===== config.mk =====
export PLATFORM = sky130hd
export DESIGN_NAME = cppm_top
export DESIGN_NICKNAME = d
export VERILOG_FILES = /design/src/hw/cppm_pkg.sv /design/src/hw/cppm_top.sv
export SDC_FILE = /design/constraint.sdc
export NUM_CORES = 1
export LEC_CHECK = 0
export ABC_AREA = 1
export BUFFER_PORTS_ARGS = -buffer_cell sky130_fd_sc_hd__buf_2
export CAP_MARGIN = 10
export CELL_PAD_IN_SITES_DETAIL_PLACEMENT = 1
export CELL_PAD_IN_SITES_GLOBAL_PLACEMENT = 1
export CORE_UTILIZATION = 35
export CTS_CLUSTER_SIZE = 8
export DETAILED_ROUTE_END_ITERATION = 8
export PLACE_DENSITY_LB_ADDON = 0.1
export SLEW_MARGIN = 20
export SYNTH_ARGS = -nofsm -noshare
export SYNTH_HDL_FRONTEND = slang
export SYNTH_SLANG_ARGS = --single-unit
export TNS_END_PERCENT = 100

===== constraint.sdc =====
create_clock -name core_clk_i -period 5.7 [get_ports core_clk_i]
set_clock_uncertainty 0.1 [all_clocks]
set_input_delay 1.14 -clock core_clk_i [delete_from_list [all_inputs] [get_ports core_clk_i]]
set_output_delay 1.14 -clock core_clk_i [all_outputs]
set_load 0.05 [all_outputs]

===== src/hw/cppm_pkg.sv =====
// Function
// - enable set, bus low over 2s: Sleep
// - swap disable command with swap enabled: Sleep
// - enable set, swap clear, bus high: Active
// - power switch low wakes to Active
// - charger present, swap clear: wake Active
// - swap enable command with swap enabled: Active
// - start in Sleep after power up
// - overvoltage delay: charge off, flag set
// - overvoltage releases below charge enable level
// - undervoltage delay: both off, flag, Sleep
// - positive overcurrent delay: both off, flag
// - charge trip: pull down until released
// - negative overcurrent: discharge off, pull up
// - short circuit: discharge off, same release
// - discharge off is OR of causes
// - charge off is OR of causes
// - Active only: 128-reading average current
// - clamp average to register range
// - positive means charging, negative discharging
// - current register LSB fixed scale
// - accumulator counts up charge, down discharge
// - host write replaces accumulator
// - flags sticky until host clears
package cppm_pkg;
    // register indexes, byte address is four times the index
    localparam logic [7:0] IDX_PROT   = 8'h00;
    localparam logic [7:0] IDX_STAT   = 8'h01;
    localparam logic [7:0] IDX_SPEC   = 8'h08;
    localparam logic [7:0] IDX_CURR   = 8'h0e;
    localparam logic [7:0] IDX_ACC    = 8'h10;
    // protection register fields
    localparam int B_OV  = 7;
    localparam int B_UV  = 6;
    localparam int B_COC = 5;
    localparam int B_DOC = 4;
    localparam int B_CC  = 3;
    localparam int B_DC  = 2;
    localparam int B_CE  = 1;
    localparam int B_DE  = 0;
    localparam logic [7:0] PROT_RST = 8'h03;
    // status and special feature fields
    localparam int B_DISCONNECT_SLEEP_ENABLE  = 5;
    localparam int B_SWAP_ENABLE  = 3;
    localparam int B_PSN   = 7;
    localparam int B_SLEEP = 6;
    localparam int B_SWDIS = 1;
    localparam int B_SWENA = 0;
    // timing
    localparam int CLK_HZ        = 20_000_000;
    localparam int BUS_LOW_MS    = 2000;
    localparam int OVD_MS        = 1000;
    localparam int UVD_MS        = 100;
    localparam int OCD_MS        = 10;
    localparam int SCD_US        = 100;
    localparam int BUS_LOW_CYC   = BUS_LOW_MS * (CLK_HZ / 1000);
    localparam int OVD_CYC       = OVD_MS * (CLK_HZ / 1000);
    localparam int UVD_CYC       = UVD_MS * (CLK_HZ / 1000);
    localparam int OCD_CYC       = OCD_MS * (CLK_HZ / 1000);
    localparam int SCD_CYC       = SCD_US * (CLK_HZ / 1_000_000);
    // measurement
    localparam int AVG_LOG2      = 7;
    localparam logic signed [11:0] CURR_MAX = 12'sh7ff;
    localparam logic signed [11:0] CURR_MIN = -12'sh800;
    // 0.25mAh per accumulator LSB over 0.625mA x 88ms updates
    localparam int ACC_UNIT      = 900_000 / 55;
    // comparator results from the analog front end
    typedef struct packed {
        logic cell_above_ov;
        logic cell_below_ce;
        logic cell_below_uv;
        logic sense_over_pos;
        logic sense_under_neg;
        logic short_detect;
        logic charger_present;
        logic pls_below_test;
        logic pls_above_test;
    } cppm_sense_t;
endpackage


===== src/hw/cppm_top.sv =====
// Local design decisions: the register addresses and the APB slave port.
`timescale 1ns/1ps
module cppm_top #(
    parameter int BUS_LOW_CYCLES = cppm_pkg::BUS_LOW_CYC,
    parameter int OVD_CYCLES     = cppm_pkg::OVD_CYC,
    parameter int UVD_CYCLES     = cppm_pkg::UVD_CYC,
    parameter int OCD_CYCLES     = cppm_pkg::OCD_CYC
) (
    input  wire logic                  core_clk_i,
    input  wire logic                  rst_n_i,
    input  wire logic                  psel_i,
    input  wire logic                  penable_i,
    input  wire logic                  pwrite_i,
    input  wire logic [9:0]            paddr_i,
    input  wire logic [31:0]           pwdata_i,
    output logic                       pready_o,
    output logic [31:0]                prdata_o,
    output logic                       pslverr_o,
    input  wire cppm_pkg::cppm_sense_t sense_i,
    input  wire logic                  bus_data_i,
    input  wire logic                  power_switch_input_n_i,
    input  wire logic                  sample_valid_i,
    input  wire logic signed [15:0]    sample_i,
    output logic                       charge_fet_off_o,
    output logic                       discharge_fet_off_o,
    output logic                       pls_pulldown_o,
    output logic                       pls_pullup_o,
    output logic                       sleep_o
);
    import cppm_pkg::*;

    typedef enum logic {ST_ACTIVE, ST_SLEEP} cppm_state_t;

    //--------------------------------------------------------------
    // declarations
    //--------------------------------------------------------------
    cppm_state_t        state_r;
    logic [7:0]         prot_r;
    logic               disconnect_sleep_enable_r;
    logic               swap_enable_r;
    logic               ov_trip_r;
    logic               uv_trip_r;
    logic               coc_trip_r;
    logic               doc_trip_r;
    logic [31:0]        bus_cnt_r;
    logic [31:0]        ov_cnt_r;
    logic [31:0]        uv_cnt_r;
    logic [31:0]        oc_pos_cnt_r;
    logic [31:0]        oc_neg_cnt_r;
    logic [31:0]        sc_cnt_r;
    logic signed [23:0] sum_r;
    logic [6:0]         avg_cnt_r;
    logic signed [11:0] curr_r;
    logic               curr_upd_r;
    logic signed [15:0] acc_r;
    logic signed [19:0] frac_r;
    logic               pready_r;
    logic [31:0]        prdata_r;
    logic               pslverr_r;
    logic               cc_off_r;
    logic               dc_off_r;
    logic               wr_en;
    logic               rd_en;
    logic [7:0]         idx;
    logic               active;
    logic               bus_low_exp;
    logic               ov_exp;
    logic               uv_exp;
    logic               ocp_exp;
    logic               ocn_exp;
    logic               sc_exp;
    logic               swap_dis;
    logic               swap_ena;
    logic               go_sleep;
    logic               wake;

    // qualified delay counter, restarts when its condition drops
    function automatic logic [31:0] tmr_step(input logic cond, input logic [31:0] cnt,
                                             input int limit);
        if (!cond)
            return 32'h0;
        else if (cnt >= 32'(limit))
            return cnt;
        else
            return cnt + 32'h1;
    endfunction

    //--------------------------------------------------------------
    // apb decode
    //--------------------------------------------------------------
    // one wait state: answer in the second access cycle
    assign idx    = paddr_i[9:2];
    assign wr_en  = psel_i && penable_i && !pready_r && pwrite_i;
    assign rd_en  = psel_i && penable_i && !pready_r && !pwrite_i;
    assign active = (state_r == ST_ACTIVE);

    // swap commands are write pulses into the special feature register
    assign swap_dis = wr_en && idx == IDX_SPEC && pwdata_i[B_SWDIS] && swap_enable_r;
    assign swap_ena = wr_en && idx == IDX_SPEC && pwdata_i[B_SWENA] && swap_enable_r;

    // ready, read data and error answer
    always_ff @(posedge core_clk_i)
    begin
        if (!rst_n_i)
        begin
            pready_r  <= 1'b0;
            prdata_r  <= 32'h0;
            pslverr_r <= 1'b0;
        end
        else
        begin
            pready_r  <= psel_i && penable_i && !pready_r;
            pslverr_r <= 1'b0;
            if (psel_i && penable_i && !pready_r)
            begin
                prdata_r <= 32'h0;
                unique case (idx)
                    IDX_PROT: prdata_r <= {24'h0, prot_r};
                    IDX_STAT: prdata_r <= {24'h0, 2'b00, disconnect_sleep_enable_r, 1'b0, swap_enable_r, 3'b000};
                    IDX_SPEC: prdata_r <= {24'h0, power_switch_input_n_i, !active, 6'h0};
                    IDX_CURR: prdata_r <= {20'h0, curr_r};
                    IDX_ACC:  prdata_r <= {16'h0, acc_r};
                    default:  pslverr_r <= 1'b1;
                endcase
                if (pwrite_i)
                    prdata_r <= 32'h0;
            end
        end
    end

    //--------------------------------------------------------------
    // status register
    //--------------------------------------------------------------
    always_ff @(posedge core_clk_i)
    begin
        if (!rst_n_i)
        begin
            disconnect_sleep_enable_r <= 1'b0;
            swap_enable_r <= 1'b0;
        end
        else if (wr_en && idx == IDX_STAT)
        begin
            disconnect_sleep_enable_r <= pwdata_i[B_DISCONNECT_SLEEP_ENABLE];
            swap_enable_r <= pwdata_i[B_SWAP_ENABLE];
        end
    end

    //--------------------------------------------------------------
    // delay counters
    //--------------------------------------------------------------
    // bus-low timer runs in both modes
    always_ff @(posedge core_clk_i)
    begin
        if (!rst_n_i)
            bus_cnt_r <= 32'h0;
        else
            bus_cnt_r <= tmr_step(!bus_data_i, bus_cnt_r, BUS_LOW_CYCLES);
    end

    // protection timers only count in Active
    always_ff @(posedge core_clk_i)
    begin
        if (!rst_n_i)
        begin
            ov_cnt_r     <= 32'h0;
            uv_cnt_r     <= 32'h0;
            oc_pos_cnt_r <= 32'h0;
            oc_neg_cnt_r <= 32'h0;
            sc_cnt_r     <= 32'h0;
        end
        else
        begin
            ov_cnt_r     <= tmr_step(active && sense_i.cell_above_ov, ov_cnt_r, OVD_CYCLES);
            uv_cnt_r     <= tmr_step(active && sense_i.cell_below_uv, uv_cnt_r, UVD_CYCLES);
            oc_pos_cnt_r <= tmr_step(active && sense_i.sense_over_pos, oc_pos_cnt_r, OCD_CYCLES);
            oc_neg_cnt_r <= tmr_step(active && sense_i.sense_under_neg, oc_neg_cnt_r, OCD_CYCLES);
            sc_cnt_r     <= tmr_step(active && sense_i.short_detect, sc_cnt_r, SCD_CYC);
        end
    end

    assign bus_low_exp = bus_cnt_r >= 32'(BUS_LOW_CYCLES);
    assign ov_exp      = ov_cnt_r >= 32'(OVD_CYCLES);
    assign uv_exp      = uv_cnt_r >= 32'(UVD_CYCLES);
    assign ocp_exp     = oc_pos_cnt_r >= 32'(OCD_CYCLES);
    assign ocn_exp     = oc_neg_cnt_r >= 32'(OCD_CYCLES);
    assign sc_exp      = sc_cnt_r >= 32'(SCD_CYC);

    //--------------------------------------------------------------
    // power mode
    //--------------------------------------------------------------
    assign go_sleep = (disconnect_sleep_enable_r && bus_low_exp) || uv_exp || swap_dis;
    assign wake = (disconnect_sleep_enable_r && !swap_enable_r && bus_data_i)
                || !power_switch_input_n_i
                || (sense_i.charger_present && !swap_enable_r)
                || swap_ena;

    always_ff @(posedge core_clk_i)
    begin
        if (!rst_n_i)
            state_r <= ST_SLEEP;
        else
            unique case (state_r)
                ST_ACTIVE: if (go_sleep) state_r <= ST_SLEEP;
                ST_SLEEP:  if (wake) state_r <= ST_ACTIVE;
            endcase
    end

    //--------------------------------------------------------------
    // protection trips and releases
    //--------------------------------------------------------------
    always_ff @(posedge core_clk_i)
    begin
        if (!rst_n_i)
        begin
            ov_trip_r  <= 1'b0;
            uv_trip_r  <= 1'b0;
            coc_trip_r <= 1'b0;
            doc_trip_r <= 1'b0;
        end
        else
        begin
            if (ov_exp)
                ov_trip_r <= 1'b1;
            else if (sense_i.cell_below_ce)
                ov_trip_r <= 1'b0;
            if (uv_exp)
                uv_trip_r <= 1'b1;
            else if (sense_i.charger_present)
                uv_trip_r <= 1'b0;
            if (ocp_exp)
                coc_trip_r <= 1'b1;
            else if (sense_i.pls_below_test)
                coc_trip_r <= 1'b0;
            if (ocn_exp || sc_exp)
                doc_trip_r <= 1'b1;
            else if (sense_i.pls_above_test)
                doc_trip_r <= 1'b0;
        end
    end

    // protection register: sticky flags, host clears by writing 0
    always_ff @(posedge core_clk_i)
    begin
        if (!rst_n_i)
            prot_r <= PROT_RST;
        else
        begin
            if (wr_en && idx == IDX_PROT)
            begin
                prot_r[B_CE] <= pwdata_i[B_CE];
                prot_r[B_DE] <= pwdata_i[B_DE];
                prot_r[B_OV]  <= (prot_r[B_OV] && pwdata_i[B_OV]) || ov_exp;
                prot_r[B_UV]  <= (prot_r[B_UV] && pwdata_i[B_UV]) || uv_exp;
                prot_r[B_COC] <= (prot_r[B_COC] && pwdata_i[B_COC]) || ocp_exp;
                prot_r[B_DOC] <= (prot_r[B_DOC] && pwdata_i[B_DOC]) || ocn_exp || sc_exp;
            end
            else
            begin
                prot_r[B_OV]  <= prot_r[B_OV] || ov_exp;
                prot_r[B_UV]  <= prot_r[B_UV] || uv_exp;
                prot_r[B_COC] <= prot_r[B_COC] || ocp_exp;
                prot_r[B_DOC] <= prot_r[B_DOC] || ocn_exp || sc_exp;
            end
            prot_r[B_CC] <= cc_off_r;
            prot_r[B_DC] <= dc_off_r;
        end
    end

    //--------------------------------------------------------------
    // fet controls and pack test currents
    //--------------------------------------------------------------
    always_ff @(posedge core_clk_i)
    begin
        if (!rst_n_i)
        begin
            cc_off_r       <= 1'b1;
            dc_off_r       <= 1'b1;
            pls_pulldown_o <= 1'b0;
            pls_pullup_o   <= 1'b0;
        end
        else
        begin
            cc_off_r <= ov_trip_r || uv_trip_r || coc_trip_r
                      || !prot_r[B_CE] || !active;
            dc_off_r <= uv_trip_r || coc_trip_r || doc_trip_r
                      || !prot_r[B_DE] || !active;
            pls_pulldown_o <= coc_trip_r;
            pls_pullup_o   <= doc_trip_r;
        end
    end

    assign charge_fet_off_o    = cc_off_r;
    assign discharge_fet_off_o = dc_off_r;
    assign sleep_o             = (state_r == ST_SLEEP);

    //--------------------------------------------------------------
    // current averaging
    //--------------------------------------------------------------
    // sum 128 readings in Active, then store the clamped mean
    always_ff @(posedge core_clk_i)
    begin
        if (!rst_n_i)
        begin
            sum_r      <= 24'sh0;
            avg_cnt_r  <= 7'h0;
            curr_r     <= 12'sh0;
            curr_upd_r <= 1'b0;
        end
        else
        begin
            curr_upd_r <= 1'b0;
            if (!active)
            begin
                sum_r     <= 24'sh0;
                avg_cnt_r <= 7'h0;
            end
            else if (sample_valid_i)
            begin
                avg_cnt_r <= avg_cnt_r + 7'h1;
                if (avg_cnt_r == 7'h7f)
                begin
                    sum_r      <= 24'sh0;
                    curr_upd_r <= 1'b1;
                    if (((sum_r + 24'(sample_i)) >>> AVG_LOG2) > 24'(CURR_MAX))
                        curr_r <= CURR_MAX;
                    else if (((sum_r + 24'(sample_i)) >>> AVG_LOG2) < 24'(CURR_MIN))
                        curr_r <= CURR_MIN;
                    else
                        curr_r <= 12'((sum_r + 24'(sample_i)) >>> AVG_LOG2);
                end
                else
                    sum_r <= sum_r + 24'(sample_i);
            end
        end
    end

    //--------------------------------------------------------------
    // current accumulator
    //--------------------------------------------------------------
    // signed mean feeds a residue; whole units step the register
    always_ff @(posedge core_clk_i)
    begin
        if (!rst_n_i)
        begin
            acc_r  <= 16'sh0;
            frac_r <= 20'sh0;
        end
        else if (wr_en && idx == IDX_ACC)
        begin
            acc_r  <= pwdata_i[15:0];
            frac_r <= 20'sh0;
        end
        else if (curr_upd_r)
        begin
            if (frac_r + 20'(curr_r) >= 20'(ACC_UNIT))
            begin
                acc_r  <= acc_r + 16'sh1;
                frac_r <= frac_r + 20'(curr_r) - 20'(ACC_UNIT);
            end
            else if (frac_r + 20'(curr_r) <= -20'(ACC_UNIT))
            begin
                acc_r  <= acc_r - 16'sh1;
                frac_r <= frac_r + 20'(curr_r) + 20'(ACC_UNIT);
            end
            else
                frac_r <= frac_r + 20'(curr_r);
        end
    end

    assign pready_o  = pready_r;
    assign prdata_o  = prdata_r;
    assign pslverr_o = pslverr_r;
endmodule


==> metrics <==
startpoint types=flop; Setup Viol. Count Final=0; vias in the first global route=17000; RSZ-0062 raised after global routing=no; Nets=2855; total congestion overflow=0; starting DRC count in detailed routing=550; Worst Hold Class=flop to flop; Max-slew headroom=27.5%; Endpoint, Worst Hold=oc_pos_cnt_r[19]; DR pass1 iterations=5; flop-to-flop setup slack=610 ps; most common cell after layout, fill and taps aside=nand2_1; Post-Syn Area=17500 sq um; antenna-violating nets left=0; most frequent cells in the layout=nand2_1, inv_1, dfxtp_1; syn avg cell area=6.67 sq um; vias after detailed routing=16700; Chip Width=225 um; Tmin final=5090 ps; CTS tree=done; Setup WS pre-CTS=557 ps; EDFF count, synth=0; Clock Path Buffers=3; Num CTS Buffers=45; Initial Utilization=35.6%; RePlAce Congestion=0.840; IO buf count=79; vias per inst=4.93; worst vdd ir=0.210 mV; worst-path maximum fanout=19; area grow syn2layout=12.9%; R2R depth=25; CP Launch Point=curr_r[11]; GRT Total Usage=20.3%; max-slew violations=0; Die H=225 um; WP data required=6090 ps; die area=50800 sq um; Ys Warns=0; final hold viol count=0; sequential share of the synthesized area=35.4%; Final Cycle Share=89.2%; Worst EP arrival=5480 ps; LEAKAGE=8.14 nW; Detailed Place HPWL=38900 um; largest net degree at the start of global routing=42; worst-skew pair later-pin latency=580 ps; top_reg_cell synth=dfxtp_1; wire length per cell=15.0 um; Sink Count=309; clock-pin transition on the worst setup and hold timing paths=50 ps; PD cells=246 nW/um^2; flops & latches, synth=309; CTS root buffer=clkbuf_16; Post-Synthesis Cells=2620; pin slew with the least headroom to its limit=1090 ps; critical path class=flop to flop; hold path start=oc_pos_cnt_r[19]; FF-to-FF Start=curr_r[11]; outcome=complete, no violations; final worst slack=615 ps; Synth async-reset ratio=0%; post-CTS sizing=0; # H-tree levels=2; FMAX=0.197 GHz; postcts setup bufs=0; number of placed I/O pins=114; layout cells sized above 1=8.19%; Setup crit end kind=flop; Util after Layout=40.1%; first-pass GRT wire length=83900 um; initial antenna violation count=1; Routed Wire Length=50700 um; TNS Setup=0 ps; Core ar.=49200 sq um; number of remaining DRC errors=0; CTS Hold Bufs=0; max-cap viol count=0; row count=81; hold path cells=2; reg-to-reg endpoint=acc_r[13]; Netlist cell types=58
==> layout make-up <==
cell class                 count  area, sq um
timing repair buffer          93          500
sequential                   309         6190
clock inverter                 4         63.8
fill                        6352        29400
inverter                     360         1350
clock buffer                  51         1170
multi-input combinational   1895         9630
antenna                        1         2.50
tap                          664          831
==> routing by layer <==
metal,up-vias,GRT usage [%],part of all wire (%)
li1,8541,-,-
met1,7865,26.5,49
met2,190,33.9,45
met3,67,3.27,3.9
met4,0,6.56,2.4
met5,-,0,0
==> flip-flops by register name, summed over array words and instances, names as in the netlist, 7 cells and up <==
name,cells
bus_cnt_r,32
oc_neg_cnt_r,32
oc_pos_cnt_r,32
ov_cnt_r,32
sc_cnt_r,32
uv_cnt_r,32
sum_r,24
frac_r,20
acc_r,16
prdata_o,16
curr_r,12
prot_r,8
avg_cnt_r,7
==> cell families (layout without fill, tap and decap cells) <==
family                     count (synthesis)  after routing  share of synthesized area [%]
other                                      1             17                         0.0215
adders and majority gates                 76             76                           5.57
buffers and inverters                    431            508                           9.92
AOI/OAI and AO/OA                        389            389                           12.0
and+or+nand+nor                         1340           1340                           33.3
DFF                                      309            309                           35.4
xor gates and xnor gates                  74             74                           3.81
==> cells in the mapped netlist (all sizes together), types with 3 or more instances <==
cell type | number | share of area, %
nor2 | 285 | 6.4
o21a | 5 | 0.21
dfxtp | 309 | 35
xor2 | 44 | 2.3
clkinv | 3 | 0.064
a21o | 3 | 0.13
xnor2 | 30 | 1.5
a21boi | 3 | 0.13
fa | 3 | 0.34
clkbuf | 40 | 0.86
or2 | 23 | 0.82
ha | 73 | 5.2
a211oi | 4 | 0.17
nand3b | 6 | 0.26
inv | 357 | 7.7
nor3 | 70 | 2.0
nor4 | 31 | 1.1
a31oi | 12 | 0.43
nor3b | 8 | 0.34
nand2 | 708 | 16
and2 | 3 | 0.11
a21oi | 230 | 6.8
o211ai | 8 | 0.34
nand3 | 145 | 4.3
o21bai | 3 | 0.13
o31ai | 3 | 0.13
o21ai | 114 | 3.3
buf | 31 | 1.3
nand4 | 56 | 2.0
==> per-stage QoR <==
step           power (mW)  hold slack (ps)  area [sq um]  instances
5_1_grt              5.06              347         19700       3376
2_1_floorplan        2.41              294         17500       2635
3_5_place_dp         2.48              319         18500       3321
3_3_place_gp         2.48              314         18500       3321
6_report             4.86              327         19700       3377
4_1_cts              4.96              328         19700       3376
==> how the worst max path moves through the flow <==
stage | to | slack, ps | cells after the start
2_1_floorplan | acc_r[15] | 1550 | 29
3_3_place_gp | acc_r[15] | 620 | 31
5_1_grt | acc_r[15] | 80 | 31
3_5_place_dp | acc_r[15] | 560 | 31
4_1_cts | acc_r[15] | 510 | 31
6_report | acc_r[13] | 610 | 25
==> where the power goes <==
part / switching (mW) / internal [mW] / leakage, nW
clock network: 0.992 / 1.43 / 0.603
registers: 0.00748 / 2.18 / 2.49
logic: 0.185 / 0.0684 / 5.04
==> critical path, stage by stage (launching register included) <==
cell,delay [ps]
dfxtp_1,720
ha_1,350
nand2_1,120
nor2_1,190
inv_1,70
nor2_1,150
nand4_1,220
nand3_1,150
nand2_1,60
nand2_1,180
nand2_1,130
nor2_4,160
nand2_2,110
nand2_1,310
buf_4,380
ha_1,340
a21oi_1,150
a21boi_0,280
o21ai_1,160
nand2_1,110
nand2_1,80
a21oi_1,130
o21ai_0,100
nand2_1,70
nand2_1,50
a21oi_1,120
Power figures use the tool's default switching activity.
